File: src/logic/ics_params.svh
`ifndef ICS_PARAMS_SVH
`define ICS_PARAMS_SVH

// Clock and timing
`define ICS_CLK_PERIOD_NS      25
`define ICS_FAST_WAKE_PERIODS  16
`define ICS_SLOW_WAKE_PERIODS  2
`define ICS_RUN_WAKE_PERIODS   2
`define ICS_SWITCH_PERIODS     16
`define ICS_POR_DELAY_MS       48
`define ICS_WDT_DELAY_MS       16
`define ICS_SWRST_MIN_US       90
`define ICS_SLOW_START_US      500
`define ICS_MS_CYCLES(ms)      ((ms) * 1000000 / `ICS_CLK_PERIOD_NS)
`define ICS_US_CYCLES(us)      (((us) * 1000 + `ICS_CLK_PERIOD_NS - 1) / `ICS_CLK_PERIOD_NS)

// Phase field position, program counter and page widths
`define ICS_PH_FETCH           0
`define ICS_PC_W               11
`define ICS_PAGE_W             8

`endif

File: src/logic/ics_pkg.sv
package ics_pkg;

  typedef enum logic [3:0] {
    ICS_PH1 = 4'h1,
    ICS_PH2 = 4'h2,
    ICS_PH3 = 4'h4,
    ICS_PH4 = 4'h8
  } ics_phase_t;

  typedef enum logic [2:0] {
    ICS_RUN  = 3'h1,
    ICS_HOLD = 3'h2,
    ICS_IDLE = 3'h4
  } ics_state_t;

  typedef enum logic [1:0] {
    ICS_OP_NORMAL = 2'h0,
    ICS_OP_BRANCH = 2'h1,
    ICS_OP_SKIP   = 2'h2,
    ICS_OP_PCLWR  = 2'h3
  } ics_op_t;

  typedef struct packed {
    logic        valid;
    ics_op_t     op;
    logic [10:0] target;
    logic [7:0]  pcl_data;
  } ics_exec_t;

endpackage

File: src/logic/ics_delay_cnt.sv
`include "ics_params.svh"

module ics_delay_cnt #(
  parameter int CW = 32
) (
  // Clock and reset
  input  wire logic          clk_in,
  input  wire logic          resetn_in,
  // Control
  input  wire logic          load_in,
  input  wire logic [CW-1:0] count_in,
  input  wire logic          tick_in,
  // Status
  output logic               busy_out
);
  logic [CW-1:0] cnt_q, cnt_d;

  // Refused at elaboration: a one-bit counter cannot hold a count and a busy state
  if (CW < 2) begin : g_bad_width
    $error("ics_delay_cnt width too small");
  end

  always_comb begin
    cnt_d = cnt_q;
    if (load_in) begin
      cnt_d = count_in;
    end else if (tick_in && cnt_q != '0) begin
      cnt_d = cnt_q - CW'(1);
    end
  end

  always_ff @(posedge clk_in) begin
    if (!resetn_in) begin
      cnt_q <= '0;
    end else begin
      cnt_q <= cnt_d;
    end
  end

  assign busy_out = (cnt_q != '0);

endmodule

File: src/logic/ics_sequencer.sv
// Function
// - Four one-hot non-overlapping phases from core clock, fixed order.
// - Phase one advances program counter and starts next fetch.
// - Phases two to four decode and execute previous fetched word.
// - One full phase sequence is one instruction cycle.
// - Fetch of next overlaps execute of current; one per cycle.
// - Program counter changes cost one extra instruction cycle.
// - Branch takes two cycles: obtain target, then transfer control.
// - Stopped-clock wake waits 16 fast or 2 slow oscillator periods.
// - Running-clock wake waits 2 periods of selected clock.
// - Speed switch with fast oscillator start waits 16 fast periods.
// - Power-on reset holds execution 48 ms typical.
// - Watchdog timeout reset holds execution 16 ms typical.
// - Software reset request accepted only after 90 us persistent width.
// - Slow oscillator restart adds 500 us to wake delay when slow clock is selected.
// - Taken skip discards prefetched word, inserts idle cycle.
// - Low byte write jumps within 256-word page with idle cycle.
`include "ics_params.svh"

module ics_sequencer #(
  parameter int POR_CYCLES   = `ICS_MS_CYCLES(`ICS_POR_DELAY_MS),
  parameter int WDT_CYCLES   = `ICS_MS_CYCLES(`ICS_WDT_DELAY_MS),
  parameter int SWRST_CYCLES = `ICS_US_CYCLES(`ICS_SWRST_MIN_US),
  parameter int START_CYCLES = `ICS_US_CYCLES(`ICS_SLOW_START_US)
) (
  // Clock and reset
  input  wire logic                       clk_in,
  input  wire logic                       resetn_in,
  // Oscillator ticks and selection
  input  wire logic                       fast_internal_rc_osc_in,
  input  wire logic                       slow_internal_rc_osc_in,
  input  wire logic                       slow_sel_in,
  // Events
  input  wire logic                       por_in,
  input  wire logic                       watchdog_timeout_in,
  input  wire logic                       sw_reset_req_in,
  input  wire logic                       wake_in,
  input  wire logic                       wake_clk_off_in,
  input  wire logic                       slow_osc_was_off_in,
  input  wire logic                       speed_switch_in,
  // Executing instruction class
  input  wire ics_pkg::ics_exec_t         exec_in,
  // Outputs
  output ics_pkg::ics_phase_t             cycle_phase_clocks_out,
  output logic [`ICS_PC_W-1:0]            pc_out,
  output logic                            fetch_out,
  output logic                            exec_en_out,
  output logic                            run_out
);
  localparam int CW = 32;
  localparam int FAST_W = `ICS_FAST_WAKE_PERIODS;
  localparam int SLOW_W = `ICS_SLOW_WAKE_PERIODS;

  if (POR_CYCLES < 1 || WDT_CYCLES < 1 || SWRST_CYCLES < 1 || START_CYCLES < 1) begin : g_bad_cycles
    $error("ics_sequencer counts must be positive");
  end

  ////////////////////////////////////////////////////////////////////////////
  // Input synchronisers (pins and oscillator ticks)
  logic [8:0] s1_q, s2_q, s3_q;
  logic       tick_fast, tick_slow, tick_sel;
  always_ff @(posedge clk_in) begin
    if (!resetn_in) begin
      s1_q <= '0;
      s2_q <= '0;
      s3_q <= '0;
    end else begin
      s1_q <= {speed_switch_in, slow_osc_was_off_in, wake_clk_off_in, wake_in, sw_reset_req_in,
               watchdog_timeout_in, por_in, slow_internal_rc_osc_in, fast_internal_rc_osc_in};
      s2_q <= s1_q;
      s3_q <= s2_q;
    end
  end
  // Oscillators sampled as ticks on rising edge
  assign tick_fast = s2_q[0] & ~s3_q[0];
  assign tick_slow = s2_q[1] & ~s3_q[1];
  assign tick_sel  = slow_sel_in ? tick_slow : tick_fast;

  logic por_e, wdt_e, wake_e, sw_lvl, sw_e, sw_cnt_busy;
  assign por_e  = s2_q[2] & ~s3_q[2];
  assign wdt_e  = s2_q[3] & ~s3_q[3];
  assign sw_lvl = s2_q[4];
  assign wake_e = s2_q[5] & ~s3_q[5];

  ////////////////////////////////////////////////////////////////////////////
  // Software reset width filter
  logic sw_seen_q, sw_seen_d;
  always_comb begin
    sw_seen_d = sw_seen_q;
    if (!sw_lvl) begin
      sw_seen_d = 1'b0;
    end else if (!sw_cnt_busy && sw_seen_q && sw_lvl) begin
      sw_seen_d = 1'b1;
    end else if (sw_lvl) begin
      sw_seen_d = 1'b1;
    end
  end
  always_ff @(posedge clk_in) begin
    if (!resetn_in) begin
      sw_seen_q <= 1'b0;
    end else begin
      sw_seen_q <= sw_seen_d;
    end
  end
  // Counter restarts on each rising edge; short pulses end before it runs out
  ics_delay_cnt #(.CW(CW)) u_swrst (
    .clk_in    (clk_in),
    .resetn_in (resetn_in),
    .load_in   (sw_lvl & ~sw_seen_q),
    .count_in  (CW'(SWRST_CYCLES)),
    .tick_in   (1'b1),
    .busy_out  (sw_cnt_busy)
  );
  logic sw_done_q, sw_done_d;
  always_comb begin
    sw_done_d = sw_lvl & sw_seen_q & ~sw_cnt_busy;
  end
  always_ff @(posedge clk_in) begin
    if (!resetn_in) begin
      sw_done_q <= 1'b0;
    end else begin
      sw_done_q <= sw_done_d;
    end
  end
  assign sw_e = sw_done_d & ~sw_done_q;

  // Checker only: length of the current request, saturating
  logic [CW-1:0] sw_len_q, sw_len_d;
  always_comb begin
    sw_len_d = sw_len_q;
    if (!sw_lvl) begin
      sw_len_d = '0;
    end else if (sw_len_q != '1) begin
      sw_len_d = sw_len_q + CW'(1);
    end
  end
  always_ff @(posedge clk_in) begin
    if (!resetn_in) begin
      sw_len_q <= '0;
    end else begin
      sw_len_q <= sw_len_d;
    end
  end

  ////////////////////////////////////////////////////////////////////////////
  // Hold-off delays
  logic          ms_load, osc_load, ms_busy, osc_busy;
  logic [CW-1:0] ms_count, osc_count;
  logic          stretch;
  always_comb begin
    ms_load  = por_e | wdt_e | sw_e | (wake_e & s2_q[7] & slow_sel_in);
    ms_count = CW'(START_CYCLES);
    if (por_e) begin
      ms_count = CW'(POR_CYCLES);
    end else if (wdt_e | sw_e) begin
      ms_count = CW'(WDT_CYCLES);
    end
    osc_load  = wake_e | s2_q[8];
    osc_count = CW'(SLOW_W);
    if (s2_q[8]) begin
      osc_count = CW'(`ICS_SWITCH_PERIODS);
    end else if (s2_q[6] && !slow_sel_in) begin
      osc_count = CW'(FAST_W);
    end
  end

  ics_delay_cnt #(.CW(CW)) u_msdly (
    .clk_in    (clk_in),
    .resetn_in (resetn_in),
    .load_in   (ms_load),
    .count_in  (ms_count),
    .tick_in   (1'b1),
    .busy_out  (ms_busy)
  );
  // Osc delay waits for the slow restart first, then counts periods
  ics_delay_cnt #(.CW(CW)) u_oscdly (
    .clk_in    (clk_in),
    .resetn_in (resetn_in),
    .load_in   (osc_load),
    .count_in  (s2_q[8] ? osc_count : osc_count),
    .tick_in   ((s2_q[8] ? tick_fast : tick_sel) & ~ms_busy),
    .busy_out  (osc_busy)
  );
  assign stretch = ms_busy | osc_busy | ms_load | osc_load;

  ////////////////////////////////////////////////////////////////////////////
  // Phase ring and pipeline
  ics_pkg::ics_phase_t ph_q, ph_d;
  ics_pkg::ics_state_t st_q, st_d;
  logic [`ICS_PC_W-1:0] pc_q, pc_d;
  logic fetch_q, fetch_d, exec_q, exec_d, run_q, run_d, pf_q, pf_d;

  always_comb begin
    ph_d    = ph_q;
    st_d    = st_q;
    pc_d    = pc_q;
    pf_d    = pf_q;
    fetch_d = 1'b0;
    exec_d  = 1'b0;
    run_d   = ~stretch;
    case (st_q)
      ics_pkg::ICS_HOLD: begin
        ph_d = ics_pkg::ICS_PH1;
        pf_d = 1'b0;
        if (!stretch) st_d = ics_pkg::ICS_RUN;
      end
      ics_pkg::ICS_RUN,
      ics_pkg::ICS_IDLE: begin
        case (ph_q)
          ics_pkg::ICS_PH1: ph_d = ics_pkg::ICS_PH2;
          ics_pkg::ICS_PH2: ph_d = ics_pkg::ICS_PH3;
          ics_pkg::ICS_PH3: ph_d = ics_pkg::ICS_PH4;
          default:          ph_d = ics_pkg::ICS_PH1;
        endcase
        // Next fetch starts with phase one, in parallel with execute
        if (ph_d == ics_pkg::ICS_PH1) begin
          pc_d    = pc_q + `ICS_PC_W'(1);
          fetch_d = 1'b1;
          pf_d    = 1'b1;
          st_d    = ics_pkg::ICS_RUN;
          if (st_q == ics_pkg::ICS_RUN && exec_in.valid && pf_q) begin
            case (exec_in.op)
              ics_pkg::ICS_OP_BRANCH: begin
                pc_d = exec_in.target;
                st_d = ics_pkg::ICS_IDLE;
                pf_d = 1'b0;
              end
              // Word fetched beside a change of flow is stale: drop it
              ics_pkg::ICS_OP_SKIP: begin
                st_d = ics_pkg::ICS_IDLE;
                pf_d = 1'b0;
              end
              ics_pkg::ICS_OP_PCLWR: begin
                pc_d = {pc_q[`ICS_PC_W-1:`ICS_PAGE_W], exec_in.pcl_data};
                st_d = ics_pkg::ICS_IDLE;
                pf_d = 1'b0;
              end
              default: st_d = ics_pkg::ICS_RUN;
            endcase
          end
        end
        if (ph_d != ics_pkg::ICS_PH1 && st_q == ics_pkg::ICS_RUN && pf_q) begin
          exec_d = 1'b1;
        end
        // Hold freezes fetch at once; a pending change of flow is dropped
        if (stretch) begin
          st_d    = ics_pkg::ICS_HOLD;
          pc_d    = pc_q;
          pf_d    = 1'b0;
          fetch_d = 1'b0;
          exec_d  = 1'b0;
        end
      end
      default: st_d = ics_pkg::ICS_HOLD;
    endcase
  end

  always_ff @(posedge clk_in) begin
    if (!resetn_in) begin
      ph_q    <= ics_pkg::ICS_PH1;
      st_q    <= ics_pkg::ICS_HOLD;
      pc_q    <= '0;
      pf_q    <= 1'b0;
      fetch_q <= 1'b0;
      exec_q  <= 1'b0;
      run_q   <= 1'b0;
    end else begin
      ph_q    <= ph_d;
      st_q    <= st_d;
      pc_q    <= pc_d;
      pf_q    <= pf_d;
      fetch_q <= fetch_d;
      exec_q  <= exec_d;
      run_q   <= run_d;
    end
  end

  assign cycle_phase_clocks_out = ph_q;
  assign pc_out                 = pc_q;
  assign fetch_out              = fetch_q;
  assign exec_en_out            = exec_q;
  assign run_out                = run_q;
endmodule

File: config.mk
export PLATFORM = sky130hd
export DESIGN_NAME = ics_sequencer
export DESIGN_NICKNAME = d
export VERILOG_FILES = /design/src/logic/ics_pkg.sv /design/src/logic/ics_delay_cnt.sv /design/src/logic/ics_sequencer.sv
export VERILOG_INCLUDE_DIRS = /design/src /design/src/logic
export SDC_FILE = /design/constraint.sdc
export NUM_CORES = 1
export LEC_CHECK = 0
export ABC_AREA = 1
export BUFFER_PORTS_ARGS = -buffer_cell sky130_fd_sc_hd__buf_2
export CELL_PAD_IN_SITES_DETAIL_PLACEMENT = 1
export CELL_PAD_IN_SITES_GLOBAL_PLACEMENT = 2
export CORE_MARGIN = 4
export CORE_UTILIZATION = 34
export CTS_BUF_LIST = sky130_fd_sc_hd__clkbuf_16
export DETAILED_ROUTE_END_ITERATION = 7
export HOLD_SLACK_MARGIN = 0.06
export PLACE_DENSITY_LB_ADDON = 0.1
export SYNTH_ARGS = -nofsm -noshare
export SYNTH_HDL_FRONTEND = slang
export SYNTH_SLANG_ARGS = --single-unit
export TNS_END_PERCENT = 5
File: constraint.sdc
create_clock -name clk_in -period 2.7 [get_ports clk_in]
set_clock_uncertainty 0.2 [all_clocks]
set_input_delay 0.54 -clock clk_in [delete_from_list [all_inputs] [get_ports clk_in]]
set_output_delay 0.54 -clock clk_in [all_outputs]
set_load 0.02 [all_outputs]
==> metrics.txt <==
status finished, final reports clean; Hold Crit Depth 3; r2r setup slk 0.25 ns; routed vias/inst 4.869; critical path type flop to flop; P_int 5963 uW; Clock transition at path regs 0.06 ns; Synth Cell Area 7639 um^2; Final Hold Vio Count 0; area of the core 21,960 um^2; Relative slew margins 44.95%; Critical Path RT 2.83 ns; CTS H-tree depth 4; CTS tree yes; Tot GR Track Use 19.04%; GPL Wtd Cong 0.8330; Hold Path Class input port to flop; DRC 0; antenna diode count 0; TritonRoute pass-1 iters 4; Post-DP HPWL 17,470 um; Peak supply drop 0.0004059 V; Die Height 157.9 um; post-route cell area 8912 um^2; Avg Inst Size Synth 6.683 um^2; initial core utilization 34.79%; DR iter-0 viols 253; initial antenna violation count 0; die area 24,930 um^2; Clk pwr share 22.7%; YS warnings 0; combinational fraction of design power 49.6%; crit-path max FO 17; clock latency on the worst-skew pair 0.42 ns; Sw Pwr 4876 uW; maxcap violations 0; Yosys reg bits 143; RSZ-0062 raised after global routing true; commonest non-fill, non-tap cell in the layout nand2_1; Setup Buffers After CTS 0; Ports 52; via count 7,337; final worst setup slack 0.2530 ns; drt wl/cell 15.16 um; crit share post-route 90.63%; share of cells above drive strength 1 11.41%; Place WS 0.1443 ns; Final Critical Period 2.447 ns; area post-placement 8298 um^2; worst slew pin tran 0.8228 ns; Sw Ratio 44.99%; setup violators final 0; top cells by area, synth dfxtp_1 37%, nand2_1 11%, nor2_1 11%; gr ovfl total 0; Pleak 0.004213 uW; post-synthesis sequential area ratio 37.48%; vias in the first global route 7,421; Max Clk Rate 408.7 MHz; fin. max-slew vios 0; PostCTS Resize Cnt 0; library cells used by synthesis 43; Startpoint Class flop; first-pass GRT wire length 37,990 um; critical path data arrival time 2.58 ns; clock root cell clkbuf_16; antenna-violating nets left 0; Post-Route WL 22,850 um; post-synth top area cell dfxtp_1; largest net degree at the start of global routing 47; Gate Count Post-Synth 1,143; most frequent cells in the layout 231 x nand2_1, 224 x nor2_1, 153 x inv_1; Num CTS Buffers 17; Worst Reg-to-Reg Cells 9; Reg power frac 27.7%; Area Growth Syn to Fin 16.67%; Yosys top cell area share 37.48%; Crit. End Element flop; power per cell area 1216 nW/um^2; Layout Nets 1,255; FP Rows 54; CTS Hold Bufs 0; number of I/O port buffers 51; die width 157.9 um; clock tree buffer depth 2; syn_nets 1,184; Sink Count 143
[cell usage after synthesis (all sizes together)]
library cell / count
nor2: 243
nand2: 237
inv: 153
dfxtp: 143
a21oi: 70
nand3: 56
nor3: 40
o21ai: 40
nand4: 31
xor2: 30
xnor2: 19
nor4: 14
clkbuf: 11
a211oi: 7
buf: 7
ha: 7
nor3b: 5
a31oi: 4
nand3b: 4
o211ai: 4
o21a: 4
or2: 4
and3: 2
o311ai: 2
a221oi: 1
a22oi: 1
and2: 1
o22ai: 1
o31ai: 1
or3: 1
[cell type report]
cell class	instances	area (um^2)
Fill cell	2867	13050
Timing Repair Buffer	70	397.9
Sequential cell	143	2863
Inverter	153	574.3
Clock inverter	15	178.9
Tap cell	280	350.3
Clock buffer	17	425.4
Multi-Input combinational cell	829	4123
[metrics by stage]
stage	util, %	setup TNS (ns)	hold slack, ns	total power (uW)	cells
global placement	37.79	0	0.1928	8415	1475
detailed placement	37.79	0	0.2003	8403	1475
finish	40.59	0	0.1016	10840	1507
global route	40.59	-0.01277	0.08899	11840	1507
CTS	40.54	0	0.08119	10950	1507
floorplan	-	0	0.1905	6966	1143
[path summary, 6_finish.rpt]
kind                            end               startpoint
setup / recovery  u_oscdly.cnt_q[4]        u_oscdly.cnt_q[2]
hold / removal              s1_q[1]  slow_internal_rc_osc_in
setup reg to reg  u_oscdly.cnt_q[4]        u_oscdly.cnt_q[2]
hold reg to reg             s2_q[7]                  s1_q[7]
[routing by layer]
layer  up-vias  track usage (%)  wire [um]
met2        79            32.16      10850
met3        26            3.636        515
met1      3422            24.95      11130
met5         -                0          0
li1       3810                -          -
met4         0            5.080        356
[sequential cells by signal, indices dropped and copies added, names as in the netlist]
register,flops
cycle_phase_clocks_out,4
exec_en_out,1
fetch_out,1
pc_out,11
pf_q,1
run_out,1
s1_q,9
s2_q,9
s3_q,6
st_q,3
sw_done_q,1
u_msdly.cnt_q,32
u_oscdly.cnt_q,32
u_swrst.cnt_q,32
[kinds of logic (layout without fill, tap and decap cells)]
group / Yosys count / in the layout / share of synthesized area (%)
fa+ha+maj: 7 / 7 / 1.147
simple gates: 638 / 638 / 37.45
compound gates: 135 / 135 / 9.632
xor+xnor: 49 / 49 / 5.618
flops: 143 / 143 / 37.48
buf+inv: 171 / 255 / 8.681
[critical path, stage by stage, from the launching register on]
cell	delay, ns
dfxtp_1	0.33
nor2_1	0.32
inv_1	0.12
nor3_1	0.22
nand4_1	0.22
nand3_2	0.21
nand2_2	0.20
inv_2	0.31
nor2_1	0.07
a211oi_1	0.16
[power by group through the flow]
| stage | Sequential, uW | Clock (uW) | Combinational [uW] |
|---|---|---|---|
| global route | 3080 | 2640 | 6120 |
| floorplan | 2920 | 0 | 4050 |
| finish | 3000 | 2460 | 5380 |
| CTS | 3000 | 2530 | 5410 |
| detailed placement | 3040 | 0 | 5360 |
| global placement | 3030 | 0 | 5380 |
Power figures use the tool's default switching activity.
